===== src/rtl/atx_pkg.sv =====
package atx_pkg;

  // ----------------------------------------------------------------
  // Op-codes
  // ----------------------------------------------------------------
  localparam logic [7:0] OP_TXCTL_WR = 8'h08;
  localparam logic [7:0] OP_TXCTL_RD = 8'h84;
  localparam logic [7:0] OP_RX1_STAT = 8'h90;
  localparam logic [7:0] OP_RX2_STAT = 8'hb0;
  localparam logic [7:0] OP_TX_STAT  = 8'h80;
  localparam logic [7:0] OP_SCALE_WR = 8'h38;
  localparam logic [7:0] OP_SCALE_RD = 8'hd4;
  localparam logic [7:0] OP_SOFT_RST = 8'h44;
  localparam logic [7:0] OP_TX_GO    = 8'h40;
  localparam logic [7:0] OP_TX_PUSH  = 8'h0c;

  // ----------------------------------------------------------------
  // Field positions and reset values
  // ----------------------------------------------------------------
  localparam int TXC_FLOAT  = 7;
  localparam int TXC_REV    = 6;
  localparam int TXC_AUTO   = 5;
  localparam int TXC_LOOP   = 4;
  localparam int TXC_SENSE  = 3;
  localparam int TXC_PAR    = 2;
  localparam int TXC_RATE   = 0;
  localparam int SCALE_LSB  = 1;
  localparam int SCALE_W    = 4;
  localparam logic [7:0] TXCTL_RST = 8'h00;
  localparam logic [7:0] SCALE_RST = 8'h00;

  // ----------------------------------------------------------------
  // Queues and timing
  // ----------------------------------------------------------------
  localparam int WORD_W    = 32;
  localparam int CNT_W     = 6;
  localparam int PTR_W     = 5;
  localparam logic [CNT_W-1:0] TXQ_FULL = 6'h20;
  localparam logic [CNT_W-1:0] TXQ_HALF = 6'h10;
  localparam logic [CNT_W-1:0] CNT_ZERO = 6'h00;
  localparam int BUF_DEPTH = 8;
  localparam logic [7:0] HALF_HS   = 8'h05;
  localparam logic [7:0] HALF_LS   = 8'h28;
  localparam logic [4:0] LAST_BIT  = 5'h1f;
  localparam logic [4:0] GAP_HALVES = 5'h08;
  localparam logic [5:0] BIT_OPCODE = 6'h07;
  localparam logic [5:0] BIT_BYTE2  = 6'h0f;
  localparam logic [5:0] BIT_WORD   = 6'h27;
  localparam logic [3:0] PIN_RST    = 4'h4;
  localparam int PIN_MOSI = 0;
  localparam int PIN_SCK  = 1;
  localparam int PIN_CSN  = 2;
  localparam int PIN_REF  = 3;

  typedef struct packed {
    logic [2:0]       mbox_hit;
    logic [CNT_W-1:0] level;
  } atx_rxq_t;

  typedef struct packed {
    logic hi;
    logic lo;
  } atx_line_t;

  typedef enum logic [1:0] {
    SER_IDLE = 2'b00,
    SER_BIT  = 2'b01,
    SER_NULL = 2'b10,
    SER_GAP  = 2'b11
  } atx_ser_t;

  typedef enum logic [1:0] {
    SPI_IDLE = 2'b00,
    SPI_CMD  = 2'b01,
    SPI_XFER = 2'b10,
    SPI_DONE = 2'b11
  } atx_spi_t;

  function automatic logic [7:0] atx_queue_status(input logic [2:0] hit,
                                                   input logic [CNT_W-1:0] lvl);
    atx_queue_status = {2'b00, hit, lvl == TXQ_FULL, lvl >= TXQ_HALF, lvl == CNT_ZERO};
  endfunction

endpackage


===== src/rtl/atx_regs.sv =====
`timescale 1ns/10ps
// Behaviour
// - Transmitter control written by op-code 0x08, read back by 0x84.
// - Control bit 7 floats the line driver outputs.
// - Control bit 6 reverses the first eight bits of each sent word.
// - Bit 5 clear: send on transmit-enable op-code; set: send when queued.
// - Bit 4 loops transmitter output into both receiver inputs.
// - In loopback ignore external receive lines, hold driver at NULL.
// - Parity sense bit 3: 0 odd parity, 1 even parity.
// - Bit 2 clear sends bit 32 as data; set replaces it with parity.
// - Bit 0 selects high rate (0) or high rate divided by 8 (1).
// - Read-only receiver status at op-codes 0x90 and 0xb0.
// - Receive status bits 3..5 flag mailbox one, two, three captures.
// - Receive status bit 2 set when the receive queue holds 32 words.
// - Receive status bit 1 set when receive queue holds 16 or more.
// - Receive status bit 0 set when empty; bits 7 and 6 read zero.
// - Read-only transmit status at op-code 0x80, bits 7..3 zero.
// - Transmit status bit 2 set when transmit queue holds 32 words.
// - Transmit status bit 1 set when transmit queue holds 16 or more.
// - Transmit status bit 0 set when transmit queue is empty.
// - Four-bit clock scale field written by 0x38, read by 0xd4.
// - Software reset op-code 0x44 empties queues, keeps writable registers.
// - Master reset returns control and scale registers to defaults.

// ------------------------------------------------------------------
// Staging FIFO
// ------------------------------------------------------------------
module atx_fifo #(
  parameter int WIDTH = 32,
  parameter int DEPTH = 8
) (
  input  wire logic             i_clk_sys,
  input  wire logic             i_reset_n,
  input  wire logic             i_flush,
  input  wire logic             i_valid,
  output logic                  o_ready,
  input  wire logic [WIDTH-1:0] i_data,
  output logic                  o_valid,
  input  wire logic             i_ready,
  output logic      [WIDTH-1:0] o_data
);
  localparam int AW = $clog2(DEPTH);

  logic [WIDTH-1:0] mem [DEPTH];
  logic [AW:0]      wr_ptr;
  logic [AW:0]      rd_ptr;
  logic             push;
  logic             pop;

  assign o_ready = (wr_ptr[AW] == rd_ptr[AW]) || (wr_ptr[AW-1:0] != rd_ptr[AW-1:0]);
  assign o_valid = wr_ptr != rd_ptr;
  assign o_data  = mem[rd_ptr[AW-1:0]];
  assign push    = i_valid && o_ready;
  assign pop     = o_valid && i_ready;

  always_ff @(posedge i_clk_sys) begin
    if (push) begin
      mem[wr_ptr[AW-1:0]] <= i_data;
    end
  end

  always_ff @(posedge i_clk_sys or negedge i_reset_n) begin
    if (!i_reset_n) begin
      wr_ptr <= '0;
      rd_ptr <= '0;
    end else if (i_flush) begin
      wr_ptr <= '0;
      rd_ptr <= '0;
    end else begin
      if (push) begin
        wr_ptr <= wr_ptr + 1'b1;
      end
      if (pop) begin
        rd_ptr <= rd_ptr + 1'b1;
      end
    end
  end
endmodule // atx_fifo

// ------------------------------------------------------------------
// Transmitter control and status top
// ------------------------------------------------------------------
module atx_regs (
  input  wire logic               i_clk_sys,
  input  wire logic               i_reset_n,
  input  wire logic               i_spi_sck,
  input  wire logic               i_spi_cs_n,
  input  wire logic               i_spi_mosi,
  output logic                    o_spi_miso,
  input  wire logic               i_ref_clk,
  input  wire atx_pkg::atx_rxq_t  i_rx1_q,
  input  wire atx_pkg::atx_rxq_t  i_rx2_q,
  input  wire atx_pkg::atx_line_t i_rx1_line,
  input  wire atx_pkg::atx_line_t i_rx2_line,
  output atx_pkg::atx_line_t      o_rx1_line,
  output atx_pkg::atx_line_t      o_rx2_line,
  output atx_pkg::atx_line_t      o_line,
  output logic                    o_line_float,
  output logic                    o_queue_flush
);
  import atx_pkg::*;

  // ----------------------------------------------------------------
  // Pin synchronisers
  // ----------------------------------------------------------------
  logic [3:0] pin_raw;
  logic [3:0] pin_s1;
  logic [3:0] pin_s2;
  logic [3:0] pin_s3;
  logic [3:0] pin_f;
  logic [3:0] pin_prev;

  assign pin_raw = {i_ref_clk, i_spi_cs_n, i_spi_sck, i_spi_mosi};

  genvar gi;
  generate
    for (gi = 0; gi < 4; gi++) begin : g_pin
      // A level counts only once the last two stages agree, which rejects glitches
      always_ff @(posedge i_clk_sys or negedge i_reset_n) begin
        if (!i_reset_n) begin
          pin_s1[gi]   <= PIN_RST[gi];
          pin_s2[gi]   <= PIN_RST[gi];
          pin_s3[gi]   <= PIN_RST[gi];
          pin_f[gi]    <= PIN_RST[gi];
          pin_prev[gi] <= PIN_RST[gi];
        end else begin
          pin_s1[gi]   <= pin_raw[gi];
          pin_s2[gi]   <= pin_s1[gi];
          pin_s3[gi]   <= pin_s2[gi];
          pin_f[gi]    <= (pin_s2[gi] == pin_s3[gi]) ? pin_s3[gi] : pin_f[gi];
          pin_prev[gi] <= pin_f[gi];
        end
      end
    end
  endgenerate

  logic sck_rise;
  logic sck_fall;
  logic cs_active;
  logic ref_rise;

  assign sck_rise  = pin_f[PIN_SCK] && !pin_prev[PIN_SCK];
  assign sck_fall  = !pin_f[PIN_SCK] && pin_prev[PIN_SCK];
  assign cs_active = !pin_f[PIN_CSN];
  assign ref_rise  = pin_f[PIN_REF] && !pin_prev[PIN_REF];

  // ----------------------------------------------------------------
  // Registers and queue state
  // ----------------------------------------------------------------
  logic [7:0]        txctl;
  logic [7:0]        scale;
  logic [WORD_W-1:0] txq [32];
  logic [PTR_W-1:0]  txq_wr;
  logic [PTR_W-1:0]  txq_rd;
  logic [CNT_W-1:0]  txq_cnt;
  logic              send_go;

  // ----------------------------------------------------------------
  // SPI slave
  // ----------------------------------------------------------------
  atx_spi_t    spi_state;
  logic [5:0]  bit_cnt;
  logic [WORD_W-1:0] sh_in;
  logic [7:0]  sh_out;
  logic [7:0]  opcode;
  logic [WORD_W-1:0] next_sh_in;
  logic        wr_txctl;
  logic        wr_scale;
  logic        push_req;
  logic        go_pulse;
  logic        soft_rst;
  logic [7:0]  wr_byte;
  logic [WORD_W-1:0] push_word;
  logic [7:0]  rd_byte;

  assign next_sh_in = {sh_in[WORD_W-2:0], pin_f[PIN_MOSI]};

  always_comb begin
    case (next_sh_in[7:0])
      OP_TXCTL_RD: rd_byte = txctl;
      OP_RX1_STAT: rd_byte = atx_queue_status(i_rx1_q.mbox_hit, i_rx1_q.level);
      OP_RX2_STAT: rd_byte = atx_queue_status(i_rx2_q.mbox_hit, i_rx2_q.level);
      OP_TX_STAT:  rd_byte = atx_queue_status(3'h0, txq_cnt);
      OP_SCALE_RD: rd_byte = scale;
      default:     rd_byte = 8'h00;
    endcase
  end

  always_ff @(posedge i_clk_sys or negedge i_reset_n) begin
    if (!i_reset_n) begin
      spi_state  <= SPI_IDLE;
      bit_cnt    <= 6'h00;
      sh_in      <= '0;
      sh_out     <= 8'h00;
      opcode     <= 8'h00;
      o_spi_miso <= 1'b0;
      wr_txctl   <= 1'b0;
      wr_scale   <= 1'b0;
      push_req   <= 1'b0;
      go_pulse   <= 1'b0;
      soft_rst   <= 1'b0;
      wr_byte    <= 8'h00;
      push_word  <= '0;
    end else begin
      wr_txctl <= 1'b0;
      wr_scale <= 1'b0;
      push_req <= 1'b0;
      go_pulse <= 1'b0;
      soft_rst <= 1'b0;
      if (!cs_active) begin
        spi_state  <= SPI_IDLE;
        bit_cnt    <= 6'h00;
        o_spi_miso <= 1'b0;
      end else begin
        case (spi_state)
          SPI_IDLE: begin
            spi_state <= SPI_CMD;
            bit_cnt   <= 6'h00;
          end
          SPI_CMD: begin
            if (sck_rise) begin
              sh_in   <= next_sh_in;
              bit_cnt <= bit_cnt + 6'h01;
              if (bit_cnt == BIT_OPCODE) begin
                opcode    <= next_sh_in[7:0];
                sh_out    <= rd_byte;
                spi_state <= SPI_XFER;
                soft_rst  <= next_sh_in[7:0] == OP_SOFT_RST;
                go_pulse  <= next_sh_in[7:0] == OP_TX_GO;
              end
            end
          end
          SPI_XFER: begin
            if (sck_rise) begin
              sh_in   <= next_sh_in;
              bit_cnt <= bit_cnt + 6'h01;
              if (bit_cnt == BIT_BYTE2) begin
                wr_byte  <= next_sh_in[7:0];
                wr_txctl <= opcode == OP_TXCTL_WR;
                wr_scale <= opcode == OP_SCALE_WR;
                if (opcode != OP_TX_PUSH) begin
                  spi_state <= SPI_DONE;
                end
              end
              if (bit_cnt == BIT_WORD) begin
                push_word <= next_sh_in;
                push_req  <= 1'b1;
                spi_state <= SPI_DONE;
              end
            end
            if (sck_fall) begin
              o_spi_miso <= sh_out[7];
              sh_out     <= {sh_out[6:0], 1'b0};
            end
          end
          SPI_DONE: begin
            // Extra clocks are ignored so a long frame cannot repeat a write
            if (sck_fall) begin
              o_spi_miso <= 1'b0;
            end
          end
          default: spi_state <= SPI_IDLE;
        endcase
      end
    end
  end

  // ----------------------------------------------------------------
  // Writable registers
  // ----------------------------------------------------------------
  always_ff @(posedge i_clk_sys or negedge i_reset_n) begin
    if (!i_reset_n) begin
      txctl <= TXCTL_RST;
      scale <= SCALE_RST;
    end else begin
      if (wr_txctl) begin
        txctl <= wr_byte;
      end
      if (wr_scale) begin
        scale <= wr_byte;
      end
    end
  end

  // ----------------------------------------------------------------
  // Transmit queue
  // ----------------------------------------------------------------
  logic              buf_ready;
  logic              buf_valid;
  logic [WORD_W-1:0] buf_data;
  logic              txq_pop;
  logic              txq_push;
  logic [WORD_W-1:0] head;
  logic [WORD_W-1:0] fmt_word;
  logic              par_bit;

  assign txq_push = push_req && (txq_cnt != TXQ_FULL);
  // Send only on command unless automatic send is selected
  assign txq_pop  = (txctl[TXC_AUTO] || send_go) && (txq_cnt != CNT_ZERO) && buf_ready;
  assign head     = txq[txq_rd];
  // Odd sense sets bit 32 so the word has an odd count of ones
  assign par_bit  = txctl[TXC_SENSE] ? ^head[WORD_W-2:0] : ~^head[WORD_W-2:0];

  always_comb begin
    fmt_word = head;
    if (txctl[TXC_REV]) begin
      fmt_word[7:0] = {head[0], head[1], head[2], head[3],
                       head[4], head[5], head[6], head[7]};
    end
    if (txctl[TXC_PAR]) begin
      fmt_word[WORD_W-1] = par_bit;
    end
  end

  always_ff @(posedge i_clk_sys) begin
    if (txq_push) begin
      txq[txq_wr] <= push_word;
    end
  end

  always_ff @(posedge i_clk_sys or negedge i_reset_n) begin
    if (!i_reset_n) begin
      txq_wr  <= '0;
      txq_rd  <= '0;
      txq_cnt <= CNT_ZERO;
    end else if (soft_rst) begin
      txq_wr  <= '0;
      txq_rd  <= '0;
      txq_cnt <= CNT_ZERO;
    end else begin
      if (txq_push) begin
        txq_wr <= txq_wr + 1'b1;
      end
      if (txq_pop) begin
        txq_rd <= txq_rd + 1'b1;
      end
      txq_cnt <= CNT_W'(txq_cnt + CNT_W'(txq_push) - CNT_W'(txq_pop));
    end
  end

  // A command that lands as the queue drains still wins over the clear
  always_ff @(posedge i_clk_sys or negedge i_reset_n) begin
    if (!i_reset_n) begin
      send_go <= 1'b0;
    end else begin
      send_go <= go_pulse || (send_go && (txq_cnt != CNT_ZERO) && !soft_rst);
    end
  end

  logic ser_ready;

  atx_fifo #(
    .WIDTH (WORD_W),
    .DEPTH (BUF_DEPTH)
  ) u_buf (
    .i_clk_sys (i_clk_sys),
    .i_reset_n (i_reset_n),
    .i_flush   (soft_rst),
    .i_valid   (txq_pop),
    .o_ready   (buf_ready),
    .i_data    (fmt_word),
    .o_valid   (buf_valid),
    .i_ready   (ser_ready),
    .o_data    (buf_data)
  );

  // ----------------------------------------------------------------
  // Reference tick and serialiser
  // ----------------------------------------------------------------
  logic [SCALE_W-1:0] div_cnt;
  logic [SCALE_W-1:0] div_last;
  logic               us_tick;

  // Scale zero and one both pass the reference straight through
  assign div_last = (scale[SCALE_LSB +: SCALE_W] == '0) ? '0
                  : scale[SCALE_LSB +: SCALE_W] - 1'b1;

  always_ff @(posedge i_clk_sys or negedge i_reset_n) begin
    if (!i_reset_n) begin
      div_cnt <= '0;
      us_tick <= 1'b0;
    end else begin
      us_tick <= 1'b0;
      if (ref_rise) begin
        if (div_cnt >= div_last) begin
          div_cnt <= '0;
          us_tick <= 1'b1;
        end else begin
          div_cnt <= div_cnt + 1'b1;
        end
      end
    end
  end

  atx_ser_t          ser_state;
  logic [WORD_W-1:0] ser_sh;
  logic [4:0]        ser_bit;
  logic [7:0]        half_cnt;
  logic [7:0]        half_len;
  atx_line_t         sym;

  assign ser_ready = ser_state == SER_IDLE;
  assign half_len  = txctl[TXC_RATE] ? HALF_LS : HALF_HS;

  always_ff @(posedge i_clk_sys or negedge i_reset_n) begin
    if (!i_reset_n) begin
      ser_state <= SER_IDLE;
      ser_sh    <= '0;
      ser_bit   <= 5'h00;
      half_cnt  <= 8'h00;
      sym       <= '0;
    end else if (soft_rst) begin
      ser_state <= SER_IDLE;
      sym       <= '0;
    end else begin
      case (ser_state)
        SER_IDLE: begin
          if (buf_valid) begin
            ser_sh    <= buf_data;
            ser_bit   <= 5'h00;
            half_cnt  <= 8'h00;
            sym       <= {buf_data[0], !buf_data[0]};
            ser_state <= SER_BIT;
          end
        end
        SER_BIT: begin
          if (us_tick) begin
            if (half_cnt == half_len - 8'h01) begin
              half_cnt  <= 8'h00;
              sym       <= '0;
              ser_state <= SER_NULL;
            end else begin
              half_cnt <= half_cnt + 8'h01;
            end
          end
        end
        SER_NULL: begin
          if (us_tick) begin
            if (half_cnt == half_len - 8'h01) begin
              half_cnt <= 8'h00;
              if (ser_bit == LAST_BIT) begin
                ser_bit   <= 5'h00;
                ser_state <= SER_GAP;
              end else begin
                ser_bit   <= ser_bit + 5'h01;
                ser_sh    <= {1'b0, ser_sh[WORD_W-1:1]};
                sym       <= {ser_sh[1], !ser_sh[1]};
                ser_state <= SER_BIT;
              end
            end else begin
              half_cnt <= half_cnt + 8'h01;
            end
          end
        end
        SER_GAP: begin
          if (us_tick) begin
            if (half_cnt == half_len - 8'h01) begin
              half_cnt <= 8'h00;
              ser_bit  <= ser_bit + 5'h01;
              if (ser_bit == GAP_HALVES - 5'h01) begin
                ser_state <= SER_IDLE;
              end
            end else begin
              half_cnt <= half_cnt + 8'h01;
            end
          end
        end
        default: ser_state <= SER_IDLE;
      endcase
    end
  end

  // ----------------------------------------------------------------
  // Line driver and receiver routing
  // ----------------------------------------------------------------
  always_ff @(posedge i_clk_sys or negedge i_reset_n) begin
    if (!i_reset_n) begin
      o_line        <= '0;
      o_line_float  <= 1'b0;
      o_rx1_line    <= '0;
      o_rx2_line    <= '0;
      o_queue_flush <= 1'b0;
    end else begin
      // Loopback keeps self-test words off the shared bus
      o_line        <= txctl[TXC_LOOP] ? '0 : sym;
      o_line_float  <= txctl[TXC_FLOAT];
      o_rx1_line    <= txctl[TXC_LOOP] ? sym : i_rx1_line;
      o_rx2_line    <= txctl[TXC_LOOP] ? sym : i_rx2_line;
      o_queue_flush <= soft_rst;
    end
  end
endmodule // atx_regs


===== config.mk =====
export PLATFORM = sky130hd
export DESIGN_NAME = atx_regs
export DESIGN_NICKNAME = d
export VERILOG_FILES = /design/src/rtl/atx_pkg.sv /design/src/rtl/atx_regs.sv
export SDC_FILE = /design/constraint.sdc
export NUM_CORES = 2
export LEC_CHECK = 0
export CORE_MARGIN = 4
export CORE_UTILIZATION = 45
export DETAILED_ROUTE_END_ITERATION = 10
export DONT_BUFFER_PORTS = 1
export PLACE_DENSITY = 0.65
export RECOVER_POWER = 100
export SLEW_MARGIN = 40
export SYNTH_ARGS = -nofsm -noshare
export SYNTH_HDL_FRONTEND = slang
export SYNTH_HIERARCHICAL = 1
export SYNTH_SLANG_ARGS = --single-unit

===== constraint.sdc =====
create_clock -name i_clk_sys -period 11.5 [get_ports i_clk_sys]
set_clock_uncertainty 0.05 [all_clocks]
set_input_delay 1.15 -clock i_clk_sys [delete_from_list [all_inputs] [get_ports i_clk_sys]]
set_output_delay 1.15 -clock i_clk_sys [all_outputs]
set_load 0.03 [all_outputs]

==> flow_summary.rst <==
.. list-table::
   :header-rows: 1

   * - Metric
     - Value
   * - Dominant cells by area after synthesis
     - edfxtp_1 64%, dfrtp_1 9.1%, mux4_2 7.8%, mux2i_1 3.5%, mux4_1 1.9%
   * - Final setup viols
     - 0
   * - Number of antenna violations at the first check in global routing
     - 1
   * - Worst setup EP type
     - register
   * - Pwr dens
     - 162.9 nW/µm²
   * - Area of all placed cells without fillers
     - 66340 µm²
   * - Biggest cell delay along the critical path
     - ~2.5 ns
   * - Achievable frequency
     - 0.1246 GHz
   * - Total detailed-routing wirelength
     - 147.0 mm
   * - Avg Vias per Cell
     - 5.951
   * - Global-route usage over all layers
     - a little over a fifth
   * - Floorplan row count
     - 133
   * - Total of cells resized after clock tree synthesis
     - 0
   * - Vertical die dimension
     - 372.7 µm
   * - Post-route ant nets
     - 0
   * - Min Tclk post-route
     - 8.026 ns
   * - Hold Violations, Final
     - 0
   * - Clock tree buffer depth
     - 3
   * - MaxCap Viol Count
     - 60
   * - DR iter-0 viols
     - 3509
   * - Violations in the final reports
     - capacitance limit, slew limit
   * - Maximum number of pins on one net before global-route repair
     - 221
   * - Half-perimeter wire length after placement
     - ~77 mm
   * - Post-DR wirelength/cell
     - 28.95 µm
   * - Comb pwr share
     - around 1.0%
   * - Final Worst Setup Slack
     - 3.474 ns
   * - Pins Over Slew Limit
     - 1504
   * - Number of global-route vias before repair
     - slightly above 30000
   * - Reg power frac
     - 54.7%
   * - Number of buffers inserted to repair setup after CTS
     - 0
   * - Slew at the pin with the worst max-slew slack
     - 3.980 ns
   * - Total congestion overflow
     - 0
   * - Most numerous cell types in the synthesized netlist
     - 1280 x edfxtp_1, 217 x dfrtp_1, 211 x mux2i_1
   * - Data required time of the critical path
     - 11.75 ns
   * - Filler cell count
     - 10540
   * - H-tree depth reported by CTS
     - 4
   * - Clock Sinks
     - 1501
   * - Final net count
     - 3264
   * - Cell chain of the critical path
     - clkbuf_1, xor2_1, nor4_1, inv_1, o21ai_0, nor2_1, inv_1, or3_1, nor3_1, clkbuf_1
   * - Clock network latency to the later pin of the worst-skew pair
     - about 0.76 ns
   * - TritonCTS clock tree
     - built
   * - Normalized max-slew margin
     - -165.3%
   * - Unrepaired setup endpoints after global routing
     - false
   * - Die boundary width
     - ~370 µm
   * - Antenna diode instance count
     - 0
   * - Sum of negative setup slack
     - 0 ns
   * - Via count
     - between 30000 and 40000
   * - Cell count after synthesis
     - between 3000 and 4000
   * - Core region area
     - 131800 µm²
   * - Class of the most critical setup path
     - reg -> reg
   * - Final core area utilization
     - 50.33%
   * - Area of the die
     - 138900 µm²
   * - Cell area after placement
     - 62060 µm²
   * - Hold Buf Count CTS
     - 2
   * - Crit-path max FO
     - 37
   * - Number of buffer and inverter instances along the worst setup path
     - 4
   * - Leakage
     - 17.92 nW
   * - CTS Buf Count
     - 150
   * - Most used flip-flop cell after synthesis
     - edfxtp_1
   * - Worst vdd ir
     - 171.3 µV
   * - Final RePlAce weighted congestion
     - ~0.75
   * - Unique cell type count in the Yosys netlist
     - 81
   * - Count of flip-flops with a built-in enable after synthesis
     - 1280
   * - Psw
     - approximately 2.1 mW
   * - Final Cycle Share
     - between 60% and 70%
   * - Area growth syn-to-layout
     - 10.82%
   * - First-pass iteration count of the detailed router
     - 5
   * - Startpoint type of the worst setup path
     - register
   * - Boundary pin count
     - 37
   * - Share of synthesized registers carrying an async set or reset
     - between 10% and 20%
   * - Sequential area share after synthesis
     - around 73%
   * - Root buffer selected by CTS
     - clkbuf_16
   * - Run status
     - finished, violations left
   * - Area fraction of the dominant cell type after synthesis
     - 64.21%
   * - Number of warnings printed during yosys synthesis
     - 6
   * - Fraction of final layout cells sized beyond drive strength 1
     - 18.11%
   * - Cell taking the most area after synthesis
     - edfxtp_1
   * - Mapped Nets
     - 3197
   * - Slowest cell on the critical path
     - clkbuf_1
   * - Switching share of total power
     - 19.75%
   * - Number of design rule violations left after detail routing
     - 0
   * - Pre-CTS worst setup slack
     - ~6.1 ns
   * - Power Internal
     - 8.672 mW
   * - Data arrival, critical path
     - ~8.3 ns
   * - Kind of cell with the highest combined delay on the critical path
     - buffers and inverters
   * - Tightest Hold Check Type
     - in -> async
   * - Per-instance average area after synthesis
     - 19.11 µm²
   * - Part of the power in the clock network
     - 44.3%
   * - Clk pin slew, worst setup/hold paths
     - approximately 0.060 ns
   * - Pwr Total
     - 10.81 mW
   * - Netlist area before placement
     - 59860 µm²
   * - I/O Buffers
     - 0
   * - Wire length of the first global-routing pass
     - 213.4 mm
   * - Cell with the most instances after synthesis
     - edfxtp_1
   * - Initial Util
     - between 40% and 50%
   * - Flops & latches, synth
     - roughly 1500
## metrics by stage
stage | instances | hold WS [ns]
2_1_floorplan | 3133 | 0.2812
3_3_place_gp | 4790 | 0.2853
3_5_place_dp | 4799 | 0.2895
4_1_cts | 5077 | 0.001693
5_1_grt | 5079 | 0.008075
6_report | 5079 | 0.04758
## final timing paths
path                                             startpoint                         end  slack, ns  depth (start not counted)
worst max register to register  u_buf/rd_ptr[2]$_DFFE_PN0P_  u_buf/mem[0][26]$_DFFE_PP_       3.47                         10
min in group i_clk_sys                  pin_s1[1]$_DFF_PN0_         pin_s2[1]$_DFF_PN0_       0.29                          0
worst max-delay path            u_buf/rd_ptr[2]$_DFFE_PN0P_  u_buf/mem[0][26]$_DFFE_PP_       3.47                         10
worst min register to register          pin_s1[1]$_DFF_PN0_         pin_s2[1]$_DFF_PN0_       0.29                          0
max in group asynchronous                         i_reset_n      ser_sh[22]$_DFFE_PN0P_      10.63                          1
worst min-delay path                              i_reset_n      ser_sh[20]$_DFFE_PN0P_       0.05                          0
## flip-flops by register name, indices dropped and copies added (netlist names), 5 cells and up
signal	count
txq	1024
u_buf/mem	256
push_word	32
ser_sh	31
sh_in	31
half_cnt	8
opcode	8
scale	8
sh_out	8
txctl	8
wr_byte	8
bit_cnt	6
txq_cnt	6
ser_bit	5
txq_rd	5
txq_wr	5
## worst register-to-register path, stage by stage, from the launching register on
cell and delay [ns]:
dfrtp_2 0.33, clkbuf_1 2.53, xor2_1 0.31, nor4_1 0.27
inv_1 0.16, o21ai_0 0.10, nor2_1 0.86, inv_1 0.14
or3_1 0.37, nor3_1 0.15, clkbuf_1 2.25
## cells in the final DEF, fill, tap and decap left out, types with 8 or more instances in the layout
master | Yosys | final
a211oi_1 | 11 | 11
a21o_1 | 15 | 15
a21oi_1 | 53 | 53
a221oi_1 | 12 | 12
a22o_1 | 14 | 14
a22oi_1 | 32 | 32
and2_1 | 12 | 8
buf_4 | 27 | 18
bufinv_16 | 0 | 9
clkbuf_1 | 61 | 98
clkbuf_16 | 0 | 154
clkbuf_8 | 0 | 14
clkinv_1 | 0 | 14
clkinv_2 | 0 | 26
dfrtp_1 | 217 | 210
edfxtp_1 | 1280 | 1280
ha_1 | 35 | 34
inv_1 | 31 | 30
mux2_2 | 86 | 86
mux2_4 | 19 | 19
mux2i_1 | 211 | 211
mux4_1 | 43 | 43
mux4_2 | 208 | 208
nand2_1 | 185 | 185
nand2b_1 | 16 | 16
nand3_1 | 12 | 12
nand4_1 | 13 | 13
nor2_1 | 107 | 97
nor2_4 | 0 | 11
nor2b_1 | 17 | 16
nor3_1 | 22 | 24
o21ai_0 | 83 | 83
o221ai_1 | 52 | 52
o22ai_1 | 11 | 11
xnor2_1 | 26 | 26
xor2_1 | 19 | 19
## cell families (layout without fill, tap and decap cells)
| logic type | Yosys count | in the layout | synth area share [%] |
|---|---|---|---|
| DFF | 1501 | 1501 | 73.46 |
| muxes | 569 | 569 | 15.37 |
| AOI/OAI and AO/OA | 334 | 334 | 3.890 |
| xor gates and xnor gates | 52 | 52 | 0.8904 |
| buffers and inverters | 201 | 392 | 2.157 |
| adders and majority gates | 40 | 40 | 0.8319 |
| and+or+nand+nor | 436 | 436 | 3.401 |
## power groups by stage
stage | Clock (mW) | Combinational [mW] | Sequential (mW)
after floorplan | 0 | 0.0984 | 5.99
after global placement | 0 | 0.105 | 6.02
after detailed placement | 0 | 0.108 | 6.02
after CTS | 4.87 | 0.110 | 5.91
after global routing | 5.11 | 0.126 | 5.91
final | 4.79 | 0.110 | 5.91
## routing by layer
| metal | up-vias | share of wire, % | routed length [µm] | GRT usage (%) |
|---|---|---|---|---|
| met4 | 2 | 2.7 | 3983 | 6.020 |
| met2 | 1376 | 48 | 70570 | 33.85 |
| met1 | 15900 | 41 | 60390 | 29.79 |
| met3 | 232 | 8.2 | 12070 | 3.420 |
| li1 | 12720 | - | - | - |
| met5 | - | 0.0088 | 13 | 0 |
## layout make-up
| type | instances | area (µm²) | share of cell area, % |
|---|---|---|---|
| clock buffers | 209 | 4200 | 6.332 |
| clock inverters | 67 | 641.9 | 0.9676 |
| inverters | 31 | 117.6 | 0.1773 |
| multi-input cells | 1431 | 14670 | 22.11 |
| flip-flops and latches | 1501 | 43990 | 66.31 |
| well taps | 1755 | 2196 | 3.310 |
| repair buffers | 85 | 526.8 | 0.7941 |
(Power assumes the default switching activity.)
